## src/rtl/ciereg_defines.svh

```systemverilog
`ifndef CIEREG_DEFINES_SVH
`define CIEREG_DEFINES_SVH

// ----------------------------------------
// Register indices and byte addresses
// ----------------------------------------
`define CIE_PADDR_W 8
`define CIE_IDX_CMD 6'h01
`define CIE_IDX_PEN 6'h02
`define CIE_IDX_SEN 6'h03
`define CIE_ADDR_CMD {`CIE_IDX_CMD, 2'b00}
`define CIE_ADDR_PEN {`CIE_IDX_PEN, 2'b00}
`define CIE_ADDR_SEN {`CIE_IDX_SEN, 2'b00}

// ----------------------------------------
// Reset values
// ----------------------------------------
`define CIE_RST_CMD 8'h20
`define CIE_RST_PEN 8'h80
`define CIE_RST_SEN 8'h00

// ----------------------------------------
// Field positions
// ----------------------------------------
`define CIE_CMD_RCV_OFF 5
`define CIE_CMD_SLEEP 4
`define CIE_CMD_CODE_HI 3
`define CIE_PEN_INVERT 7
`define CIE_SEN_DRIVE 7
`define CIE_SEN_EN_HI 4

// ----------------------------------------
// Command codes
// ----------------------------------------
`define CIE_CMD_IDLE 4'h0
// Arbitrary code for the software restart command
`define CIE_CMD_SOFT_RESTART 4'hf

// ----------------------------------------
// Timing
// ----------------------------------------
`define CIE_CLK_NS 10
`define CIE_WAKE_NS 1000
`define CIE_WAKE_CYC ((`CIE_WAKE_NS + `CIE_CLK_NS - 1) / `CIE_CLK_NS)

`endif

```

## src/rtl/ciereg_pkg.sv

```systemverilog
package ciereg_pkg;

    // ----------------------------------------
    // Power states
    // ----------------------------------------
    typedef enum logic [2:0] {
        PWR_RUN = 3'b001,
        PWR_SLEEP = 3'b010,
        PWR_WAKE = 3'b100
    } ciereg_pwr_t;

    // ----------------------------------------
    // Register block state
    // ----------------------------------------
    typedef struct packed {
        logic [3:0] cmd_code;
        logic rcv_off;
        ciereg_pwr_t pwr;
        logic [7:0] wake_cnt;
        logic [7:0] pen;
        logic sen_drive;
        logic [4:0] sen_en;
        logic [31:0] prdata;
        logic cmd_start;
        logic status_irq;
    } ciereg_state_t;

    // ----------------------------------------
    // Pin driver state
    // ----------------------------------------
    typedef struct packed {
        logic level;
        logic oe_n;
    } ciereg_pin_t;

endpackage : ciereg_pkg

```

## src/rtl/ciereg_irq_pin.sv

```systemverilog
`timescale 1ns/1ps
`default_nettype none
`include "ciereg_defines.svh"

module ciereg_irq_pin (
    // Clock and reset
    input wire logic core_clk_i,
    input wire logic srst_i,
    // Control
    input wire logic status_irq_i,
    input wire logic invert_i,
    input wire logic push_pull_i,
    // Pin
    output logic irq_pin_o,
    output logic irq_pin_oe_n_o
);

    ciereg_pkg::ciereg_pin_t s;
    ciereg_pkg::ciereg_pin_t next_s;
    logic lvl;

    // ----------------------------------------
    // Pin level and driver
    // ----------------------------------------
    always_comb begin
        lvl = status_irq_i ^ invert_i;
        next_s = s;
        next_s.level = push_pull_i ? lvl : 1'b0;
        // Open drain only pulls low; high is left to the pull-up
        next_s.oe_n = push_pull_i ? 1'b0 : lvl;
    end

    always_ff @(posedge core_clk_i) begin
        if (srst_i) begin
            s.level <= 1'b0;
            s.oe_n <= 1'b1;
        end else begin
            s <= next_s;
        end
    end

    assign irq_pin_o = s.level;
    assign irq_pin_oe_n_o = s.oe_n;
endmodule : ciereg_irq_pin

`default_nettype wire

```

## src/rtl/ciereg_top.sv

```systemverilog
`timescale 1ns/1ps
`default_nettype none
`include "ciereg_defines.svh"

module ciereg_top (
    // Clock and reset
    input wire logic core_clk_i,
    input wire logic srst_i,
    // APB slave
    input wire logic psel_i,
    input wire logic penable_i,
    input wire logic pwrite_i,
    input wire logic [`CIE_PADDR_W-1:0] paddr_i,
    input wire logic [31:0] pwdata_i,
    input wire logic [3:0] pstrb_i,
    output logic pready_o,
    output logic [31:0] prdata_o,
    output logic pslverr_o,
    // Request flags from the request-flag registers
    input wire logic [6:0] primary_req_i,
    input wire logic [4:0] secondary_req_i,
    // Command sequencer
    input wire logic cmd_done_i,
    output logic [3:0] cmd_code_o,
    output logic cmd_start_o,
    // Analog and power control
    output logic receiver_analog_off_o,
    output logic soft_sleep_request_o,
    // Interrupt
    output logic status_irq_o,
    output logic irq_pin_o,
    output logic irq_pin_oe_n_o
);

    // ----------------------------------------
    // Constants
    // ----------------------------------------
    localparam logic [7:0] WAKE_LAST = 8'(`CIE_WAKE_CYC - 1);
    localparam logic [`CIE_PADDR_W-1:0] ADDR_CMD = `CIE_ADDR_CMD;
    localparam logic [`CIE_PADDR_W-1:0] ADDR_PEN = `CIE_ADDR_PEN;
    localparam logic [`CIE_PADDR_W-1:0] ADDR_SEN = `CIE_ADDR_SEN;
    localparam logic [7:0] RST_CMD = `CIE_RST_CMD;
    localparam logic [7:0] RST_SEN = `CIE_RST_SEN;
    localparam int WAKE_MAX = 200;

    ciereg_pkg::ciereg_state_t s;
    ciereg_pkg::ciereg_state_t next_s;

    logic setup;
    logic access;
    logic hit_cmd;
    logic hit_pen;
    logic hit_sen;
    logic hit;
    logic wr_lane;
    logic wr_cmd;
    logic wr_pen;
    logic wr_sen;
    logic restart_busy;
    logic [7:0] rd_byte;
    logic [7:0] cmd_view;
    logic [7:0] sen_view;
    logic [6:0] primary_hits;
    logic [4:0] secondary_hits;

    // ----------------------------------------
    // Bus decode
    // ----------------------------------------
    assign setup = psel_i && !penable_i;
    assign access = psel_i && penable_i;
    assign hit_cmd = paddr_i == ADDR_CMD;
    assign hit_pen = paddr_i == ADDR_PEN;
    assign hit_sen = paddr_i == ADDR_SEN;
    assign hit = hit_cmd || hit_pen || hit_sen;
    // Registers sit in the low byte lane only
    assign wr_lane = access && pwrite_i && pstrb_i[0];
    assign wr_cmd = wr_lane && hit_cmd;
    assign wr_pen = wr_lane && hit_pen;
    assign wr_sen = wr_lane && hit_sen;

    // Zero wait states; unmapped addresses answer with an error
    assign pready_o = 1'b1;
    assign pslverr_o = access && !hit;

    // ----------------------------------------
    // Read views
    // ----------------------------------------
    // Sleep bit keeps reading 1 until wake-up is over
    always_comb begin
        cmd_view = 8'h00;
        cmd_view[`CIE_CMD_RCV_OFF] = s.rcv_off;
        cmd_view[`CIE_CMD_SLEEP] =
            s.pwr != ciereg_pkg::PWR_RUN;
        cmd_view[`CIE_CMD_CODE_HI:0] = s.cmd_code;
    end

    always_comb begin
        sen_view = 8'h00;
        sen_view[`CIE_SEN_DRIVE] = s.sen_drive;
        sen_view[`CIE_SEN_EN_HI:0] = s.sen_en;
    end

    always_comb begin
        if (hit_cmd) begin
            rd_byte = cmd_view;
        end else if (hit_pen) begin
            rd_byte = s.pen;
        end else if (hit_sen) begin
            rd_byte = sen_view;
        end else begin
            rd_byte = 8'h00;
        end
    end

    // ----------------------------------------
    // Interrupt gating
    // ----------------------------------------
    // Flags are set and cleared in the request-flag register,
    // this block only masks them
    assign primary_hits =
        primary_req_i & s.pen[6:0];
    assign secondary_hits =
        secondary_req_i & s.sen_en;

    assign restart_busy = s.cmd_code == `CIE_CMD_SOFT_RESTART;

    // ----------------------------------------
    // Next state
    // ----------------------------------------
    always_comb begin
        next_s = s;
        next_s.cmd_start = 1'b0;
        next_s.status_irq = |primary_hits || |secondary_hits;

        // Command finished: field falls back to idle
        if (cmd_done_i) begin
            next_s.cmd_code = `CIE_CMD_IDLE;
        end

        unique case (s.pwr)
            ciereg_pkg::PWR_RUN: begin
                next_s.wake_cnt = 8'h00;
            end
            ciereg_pkg::PWR_SLEEP: begin
                next_s.wake_cnt = 8'h00;
            end
            ciereg_pkg::PWR_WAKE: begin
                if (s.wake_cnt == WAKE_LAST) begin
                    next_s.pwr = ciereg_pkg::PWR_RUN;
                    next_s.wake_cnt = 8'h00;
                end else begin
                    next_s.wake_cnt = s.wake_cnt + 8'h01;
                end
            end
            default: begin
                next_s.pwr = ciereg_pkg::PWR_RUN;
                next_s.wake_cnt = 8'h00;
            end
        endcase

        // A host write wins over a finishing command
        if (wr_cmd) begin
            next_s.rcv_off = pwdata_i[`CIE_CMD_RCV_OFF];
            next_s.cmd_code = pwdata_i[`CIE_CMD_CODE_HI:0];
            next_s.cmd_start = 1'b1;
            if (pwdata_i[`CIE_CMD_SLEEP]) begin
                if (!restart_busy) begin
                    next_s.pwr = ciereg_pkg::PWR_SLEEP;
                    next_s.wake_cnt = 8'h00;
                end
            end else if (s.pwr == ciereg_pkg::PWR_SLEEP) begin
                next_s.pwr = ciereg_pkg::PWR_WAKE;
                next_s.wake_cnt = 8'h00;
            end
        end

        if (wr_pen) begin
            next_s.pen = pwdata_i[7:0];
        end

        if (wr_sen) begin
            next_s.sen_drive = pwdata_i[`CIE_SEN_DRIVE];
            next_s.sen_en = pwdata_i[`CIE_SEN_EN_HI:0];
        end

        // Read data captured in setup, stable through access
        if (setup && !pwrite_i) begin
            next_s.prdata = {24'h000000, rd_byte};
        end
    end

    // ----------------------------------------
    // State register
    // ----------------------------------------
    always_ff @(posedge core_clk_i) begin
        if (srst_i) begin
            s.cmd_code <= RST_CMD[`CIE_CMD_CODE_HI:0];
            s.rcv_off <= RST_CMD[`CIE_CMD_RCV_OFF];
            s.pwr <= ciereg_pkg::PWR_RUN;
            s.wake_cnt <= 8'h00;
            s.pen <= `CIE_RST_PEN;
            s.sen_drive <= RST_SEN[`CIE_SEN_DRIVE];
            s.sen_en <= RST_SEN[`CIE_SEN_EN_HI:0];
            s.prdata <= 32'h00000000;
            s.cmd_start <= 1'b0;
            s.status_irq <= 1'b0;
        end else begin
            s <= next_s;
        end
    end

    // ----------------------------------------
    // Outputs
    // ----------------------------------------
    assign prdata_o = s.prdata;
    assign cmd_code_o = s.cmd_code;
    assign cmd_start_o = s.cmd_start;
    assign receiver_analog_off_o = s.rcv_off;
    assign soft_sleep_request_o = s.pwr != ciereg_pkg::PWR_RUN;
    assign status_irq_o = s.status_irq;

    // ----------------------------------------
    // Interrupt pin
    // ----------------------------------------
    ciereg_irq_pin u_irq_pin (
        .core_clk_i(core_clk_i),
        .srst_i(srst_i),
        .status_irq_i(s.status_irq),
        .invert_i(s.pen[`CIE_PEN_INVERT]),
        .push_pull_i(s.sen_drive),
        .irq_pin_o(irq_pin_o),
        .irq_pin_oe_n_o(irq_pin_oe_n_o)
    );
endmodule : ciereg_top

`default_nettype wire
```

## config.mk

```make
export PLATFORM = sky130hd
export DESIGN_NAME = ciereg_top
export DESIGN_NICKNAME = d
export VERILOG_FILES = /design/src/rtl/ciereg_pkg.sv /design/src/rtl/ciereg_irq_pin.sv /design/src/rtl/ciereg_top.sv
export VERILOG_INCLUDE_DIRS = /design/src /design/src/rtl
export SDC_FILE = /design/constraint.sdc
export NUM_CORES = 1
export LEC_CHECK = 0
export BUFFER_PORTS_ARGS = -buffer_cell sky130_fd_sc_hd__buf_2
export CAP_MARGIN = 20
export CORE_MARGIN = 4
export CORE_UTILIZATION = 49
export CTS_CLUSTER_DIAMETER = 50
export DETAILED_ROUTE_END_ITERATION = 12
export PLACE_DENSITY = 0.85
export SYNTH_ARGS = -nofsm -noshare
export SYNTH_HDL_FRONTEND = slang
export SYNTH_HIERARCHICAL = 1
export SYNTH_SLANG_ARGS = --single-unit
```

## constraint.sdc

```tcl
create_clock -name core_clk_i -period 4.3 [get_ports core_clk_i]
set_input_delay 0.86 -clock core_clk_i [delete_from_list [all_inputs] [get_ports core_clk_i]]
set_output_delay 0.86 -clock core_clk_i [all_outputs]
set_load 0.02 [all_outputs]
```

# Word level (Yosys, flattened, before mapping)
# Index checks and enable logic that the tools add are counted.
# totals
ramBits	0
in_bits	62
latchBits	0
wordCells	60
rom_bits	0
mem_count	0
out_inout_bits	44
reg_bits	42
# op_classes
eq_ne	9
mul	0
n_shift	0
order_cmp	0
div_mod_pow	0
n_mux	14
n_addsub	1
n_reduce_logical	20
n_bitwise	4
# op_table
operator	count
two-way mux 8 bit	5
two-way mux 11 bit	3
== test 8 x 4 -> 1 bit (second input constant)	2
two-way mux 16 bit	1
logical AND 1 bit	9
adder 8 x 1 -> 8 bit (second input constant)	1
== test 8 x 3 -> 1 bit (second input constant)	1
== test 8 x 7 -> 1 bit (second input constant)	1
bitwise AND 7 bit	1
OR reduction 7 bit	1
one-hot mux 3 bit (2 select lines)	1
bitwise AND 5 bit	1
OR reduction 5 bit	1
== test 4 bit (second input constant)	1
two-way mux 4 bit	1
OR reduction 2 bit	2
== test 3 x 1 -> 1 bit (second input constant)	1
== test 3 x 2 -> 1 bit (second input constant)	1
== test 3 bit (second input constant)	1
logical NOT 1 bit	3
logical OR 1 bit	3
two-way mux 3 bit	1
!= test 3 x 1 -> 1 bit (second input constant)	1
two-way mux 1 bit	2
3 further kinds	3

# Logic depth before layout (Yosys ltp)
# depth
ltp_word	6
depth_mapped	6
mapped_depth_nobuf	5

# By module
# Netlist, hierarchy kept.
# modules_own_cells
mod	area_per_inst_um2	instances	cells_per_inst	seq_area_each_um2
ciereg_top	2048.2	1	229	800.8
ciereg_irq_pin	68.8	1	5	40.0

# Worst setup path after synthesis
# OpenSTA, ideal clock, no wires.
# synth_timing
path_kind	input -> output
startpoint	in paddr_i[1]
endpoint	out pslverr_o
path_slack_ns	1.671
required_time_ns	3.440
arrival_ns	1.769
path_stages	4
path_buffers	1
path_cell_list	or3b_2 clkbuf_1 a21oi_1 nor2_1
# synth_between
elab_chain_cells	5
word_cells_on_any_way	7
classes_between	eq/ne (3); reduce/logical (4)
# synth_lines
item	line_no	source
from (decl)	ciereg_top.sv:13	input wire logic [`CIE_PADDR_W-1:0] paddr_i,
== test 8 x 3 -> 1 bit / == test 8 x 4 -> 1 bit (equally long branches)	ciereg_top.sv:71, ciereg_top.sv:72	
logical OR 1 bit	ciereg_top.sv:74	assign hit = hit_cmd || hit_pen || hit_sen;
logical OR 1 bit (*)	ciereg_top.sv:74	
logical NOT 1 bit (*)	ciereg_top.sv:83	assign pslverr_o = access && !hit;
logical AND 1 bit (*)	ciereg_top.sv:83	
to (decl)	ciereg_top.sv:18	output logic pslverr_o,
# Every way passes the cells marked *; elsewhere a longest branch is shown, timed or not.

# Final worst setup path
# layout_timing
startpoint	in paddr_i[2]
endpoint	out pslverr_o
# Same word-level chain as after synthesis.

==> results.rst <==
.. list-table::
   :header-rows: 1

   * - Metric
     - Value
   * - Final worst clock skew
     - 6.70 ps
   * - Family with the most delay on the worst path
     - simple AND/OR/NAND/NOR gates
   * - Adder-cell share of the synthesized area
     - 0.591%
   * - PortBufs
     - 53
   * - Clk root buf
     - sky130_fd_sc_hd__clkbuf_8
   * - Sinks on Clock Net
     - 42
   * - Cell-by-cell trace of the critical path
     - buf_2 > or4b_1 > a21oi_1 > nor2_1 > buf_2
   * - Std-Cell Rows
     - 23
   * - Critical Path Sink Type
     - output port
   * - Setup_tns
     - 0 ps
   * - Static Leak
     - 1.01 nW
   * - H-tree lvl count
     - 2
   * - Via count of the first global-routing pass
     - 1560
   * - Result of the run
     - complete, no violations
   * - Max-Cap Viols
     - 0
   * - Placeable core region
     - 4090 um2
   * - First-pass GRT wire length
     - 7.02 mm
   * - Pre-CTS worst setup slack
     - 1390 ps
   * - Vias after detailed routing
     - 1708
   * - IR drop worst, VDD
     - 0.163 mV
   * - Io pins
     - 106
   * - Via count normalized by instance count
     - 5.30
   * - Antenna violations before repair
     - 0
   * - Number of buffers inserted by post-CTS setup repair
     - 0
   * - Synth Area in XOR/XNOR
     - 2.90%
   * - Proportion of netlist area held by the largest area contributor
     - 39.7%
   * - All-layer global routing usage
     - 16.8%
   * - Synth top area cells
     - sky130_fd_sc_hd__dfxtp_1, sky130_fd_sc_hd__buf_4, sky130_fd_sc_hd__mux2i_1, sky130_fd_sc_hd__nor2_1, sky130_fd_sc_hd__nand2_1
   * - Clock transition at the register clock pins on the worst setup and hold paths after CTS
     - 80 ps
   * - Number of flops mapped to enable cells by yosys
     - 0
   * - Fraction of the mapped netlist area in simple logic gates
     - 19.9%
   * - Transition time of the tightest slew-check pin
     - 977 ps
   * - Share of synthesized area occupied by flip-flops and latches
     - 39.7%
   * - GP Congestion
     - 0.816
   * - Min Hold Slack
     - 461 ps
   * - Avg Inst Size Synth
     - 9.05 um2
   * - Horiz. Die Dim
     - 73.7 um
   * - Yosys warnings
     - 6
   * - Complex-gate fraction of the synthesized area
     - 11.9%
   * - Layout-stage area growth over the synthesis result
     - 11.3%
   * - Total inserted antenna cells
     - 0
   * - Setup repair after global routing missed its margin
     - false
   * - Kind of launch point of the worst setup path
     - input pin
   * - Post-synth cell types
     - 40
   * - Area of the mapped netlist
     - 2120 um2
   * - Die ar.
     - 5440 um2
   * - Data arrival at the endpoint of the critical path
     - 2060 ps
   * - Post-detailed-routing wire length
     - 4.58 mm
   * - Setup violations, final
     - 0
   * - Hpwl dp
     - 3.48 mm
   * - Ratio of total power to cell area
     - 351 nW/um2
   * - Die Y-Extent
     - 73.7 um
   * - Critical path fanouts, max
     - 11
   * - Antenna viol nets, final
     - 0
   * - Nets@finish
     - 334
   * - Fill cell total of the finished layout
     - 378
   * - Number of cells on the worst hold path
     - 2
   * - Data required time of the worst path
     - 3440 ps
   * - Slew Limit Fails
     - 0
   * - Worst min-delay path category
     - flop to flop
   * - Post-synth top flop
     - sky130_fd_sc_hd__dfxtp_1
   * - Post-placement cell area
     - 2210 um2
   * - Setup slack after layout
     - 1380 ps
   * - Cell type of the slowest stage on the worst timing path
     - sky130_fd_sc_hd__or4b_1
   * - Total of cells resized after clock tree synthesis
     - 0
   * - Reg2Reg Depth
     - 4
   * - CP dominant cell by count
     - sky130_fd_sc_hd__buf_2
   * - TritonCTS Buffers
     - 5
   * - Number of logic stages on the critical path including buffering
     - 5
   * - Post-route clock period utilization
     - 67.9%
   * - Worst reg-to-reg setup slack
     - 2680 ps
   * - Largest area contributor in the netlist
     - sky130_fd_sc_hd__dfxtp_1
   * - Fraction of synthesized area in multiplexers
     - 8.98%
   * - DRC violation count after routing
     - 0
   * - Post-DR wirelength/cell
     - 14.2 um
   * - Slew margin rel.
     - 34.0%
   * - Asr flop ratio synth
     - 0%
   * - Buffering stage count on the worst path with inverters included
     - 2
   * - Source-to-sink clock delay at the later pin of the worst-skew pair
     - 290 ps
   * - Number of storage elements in the synthesis netlist
     - 42
   * - Pin count of the biggest net entering global routing
     - 36
   * - Final Instance Area
     - 2360 um2
   * - Dominant combinational cell family by area after synthesis
     - simple AND/OR/NAND/NOR gates
   * - Effective utilization at floorplan
     - 51.8%
   * - Number of buffers added to fix hold violations after cts
     - 0
   * - Kind of critical path
     - input pin to output port
   * - Clk buf depth
     - 2
   * - Worst stage delay on the critical path
     - 550 ps
   * - Share of post-route cells with drive strength above 1
     - 25.7%
   * - Sum of overflow across all layers after global routing
     - 0
   * - FMAX
     - 343 MHz
   * - Cell count after synthesis
     - 234
   * - Initial DRC count
     - 90
   * - Length of the first detailed-routing pass in iterations
     - 4
   * - Power Total
     - 828 uW
   * - CTS tree
     - built
   * - Final count of hold timing violations
     - 0
   * - Final Critical Period
     - 2920 ps
layer usage:
layer	track usage, %	share of wire, %	vias to the layer above	wire, um
li1	-	-	827	-
met1	19.1	39	804	1800
met2	29.3	50	66	2280
met3	6.02	9.5	11	433
met4	5.03	1.5	0	70
met5	0	0	-	0
synthesized netlist by cell type, drive strengths merged (2+ instances only):
cell type	n
a22o	3
dfxtp	42
xnor2	5
nor3	4
nand2	12
nor3b	3
or3b	3
nand4	2
or4	3
clkbuf	8
mux2i	19
o2bb2ai	5
nor2	35
nor4	2
a22oi	5
o21bai	2
or3	2
nand3	6
a31oi	2
a221oi	4
buf	39
inv	2
nand3b	5
xor2	2
conb	2
a21oi	8
worst paths after layout:
kind,startpoint,to
worst max-delay path,paddr_i[2],pslverr_o
worst min-delay path,prdata_o[6],prdata_o[6]
worst max register to register,s[50],s[52]
worst min register to register,prdata_o[6],prdata_o[6]
kinds of logic (layout without fill, tap and decap cells):
| logic type | count (synthesis) | count (layout) |
|---|---|---|
| buffers and inverters | 49 | 64 |
| flip-flops | 42 | 42 |
| AND/OR/NAND/NOR | 80 | 80 |
| multiplexers | 19 | 19 |
| adder cells (fa/ha/maj) | 1 | 1 |
| other | 2 | 25 |
| XOR/XNOR | 7 | 7 |
| AO/OA/AOI/OAI | 34 | 34 |
report_power, final:
group          internal, mW  switching (mW)
registers             0.389        0.000229
logic                0.0172          0.0419
clock network         0.248           0.132
total                 0.654           0.174
stage by stage:
step | instances | util [%]
finish | 322 | 57.7
global route | 322 | 57.7
CTS | 322 | 57.7
detailed placement | 314 | 54.2
global placement | 314 | 54.2
floorplan | 257 | -
worst reg2reg max path, stage by stage (launching register included):
cell,delay (ps)
sky130_fd_sc_hd__dfxtp_1,350
sky130_fd_sc_hd__or4_1,510
sky130_fd_sc_hd__o21ai_0,300
sky130_fd_sc_hd__a311o_2,260
sky130_fd_sc_hd__nor2_1,70
cell type report:
type / instances / area, um2 / share of cell area, %
flip-flops and latches: 42 / 841 / 35.7
clock buffers: 6 / 82.6 / 3.50
inverters: 2 / 7.51 / 0.318
clock inverters: 2 / 60.1 / 2.55
well taps: 50 / 62.6 / 2.65
repair buffers: 54 / 273 / 11.6
multi-input cells: 166 / 1030 / 43.7
cell usage in the layout, fill, tap and decap left out, types with 3 or more instances in the layout:
master                      count
sky130_fd_sc_hd__nand2_1       12
sky130_fd_sc_hd__nand3b_1       5
sky130_fd_sc_hd__mux2i_1       19
sky130_fd_sc_hd__a22o_1         3
sky130_fd_sc_hd__o2bb2ai_1      5
sky130_fd_sc_hd__xnor2_1        5
sky130_fd_sc_hd__nand3_1        6
sky130_fd_sc_hd__clkbuf_8       6
sky130_fd_sc_hd__a221oi_1       4
sky130_fd_sc_hd__dfxtp_1       42
sky130_fd_sc_hd__conb_1        25
sky130_fd_sc_hd__a22oi_1        5
sky130_fd_sc_hd__buf_2         53
sky130_fd_sc_hd__or3b_2         3
sky130_fd_sc_hd__nor2_1        35
sky130_fd_sc_hd__nor3_1         4
sky130_fd_sc_hd__a21oi_1        8
registers in the layout, indices dropped and copies added, names as in the netlist:
signal                    cells
cmd_start_o                   1
u_irq_pin/irq_pin_oe_n_o      1
s                            25
u_irq_pin/irq_pin_o           1
cmd_code_o                    4
receiver_analog_off_o         1
prdata_o                      8
status_irq_o                  1
Note: power is estimated with default switching activity, not from simulation.
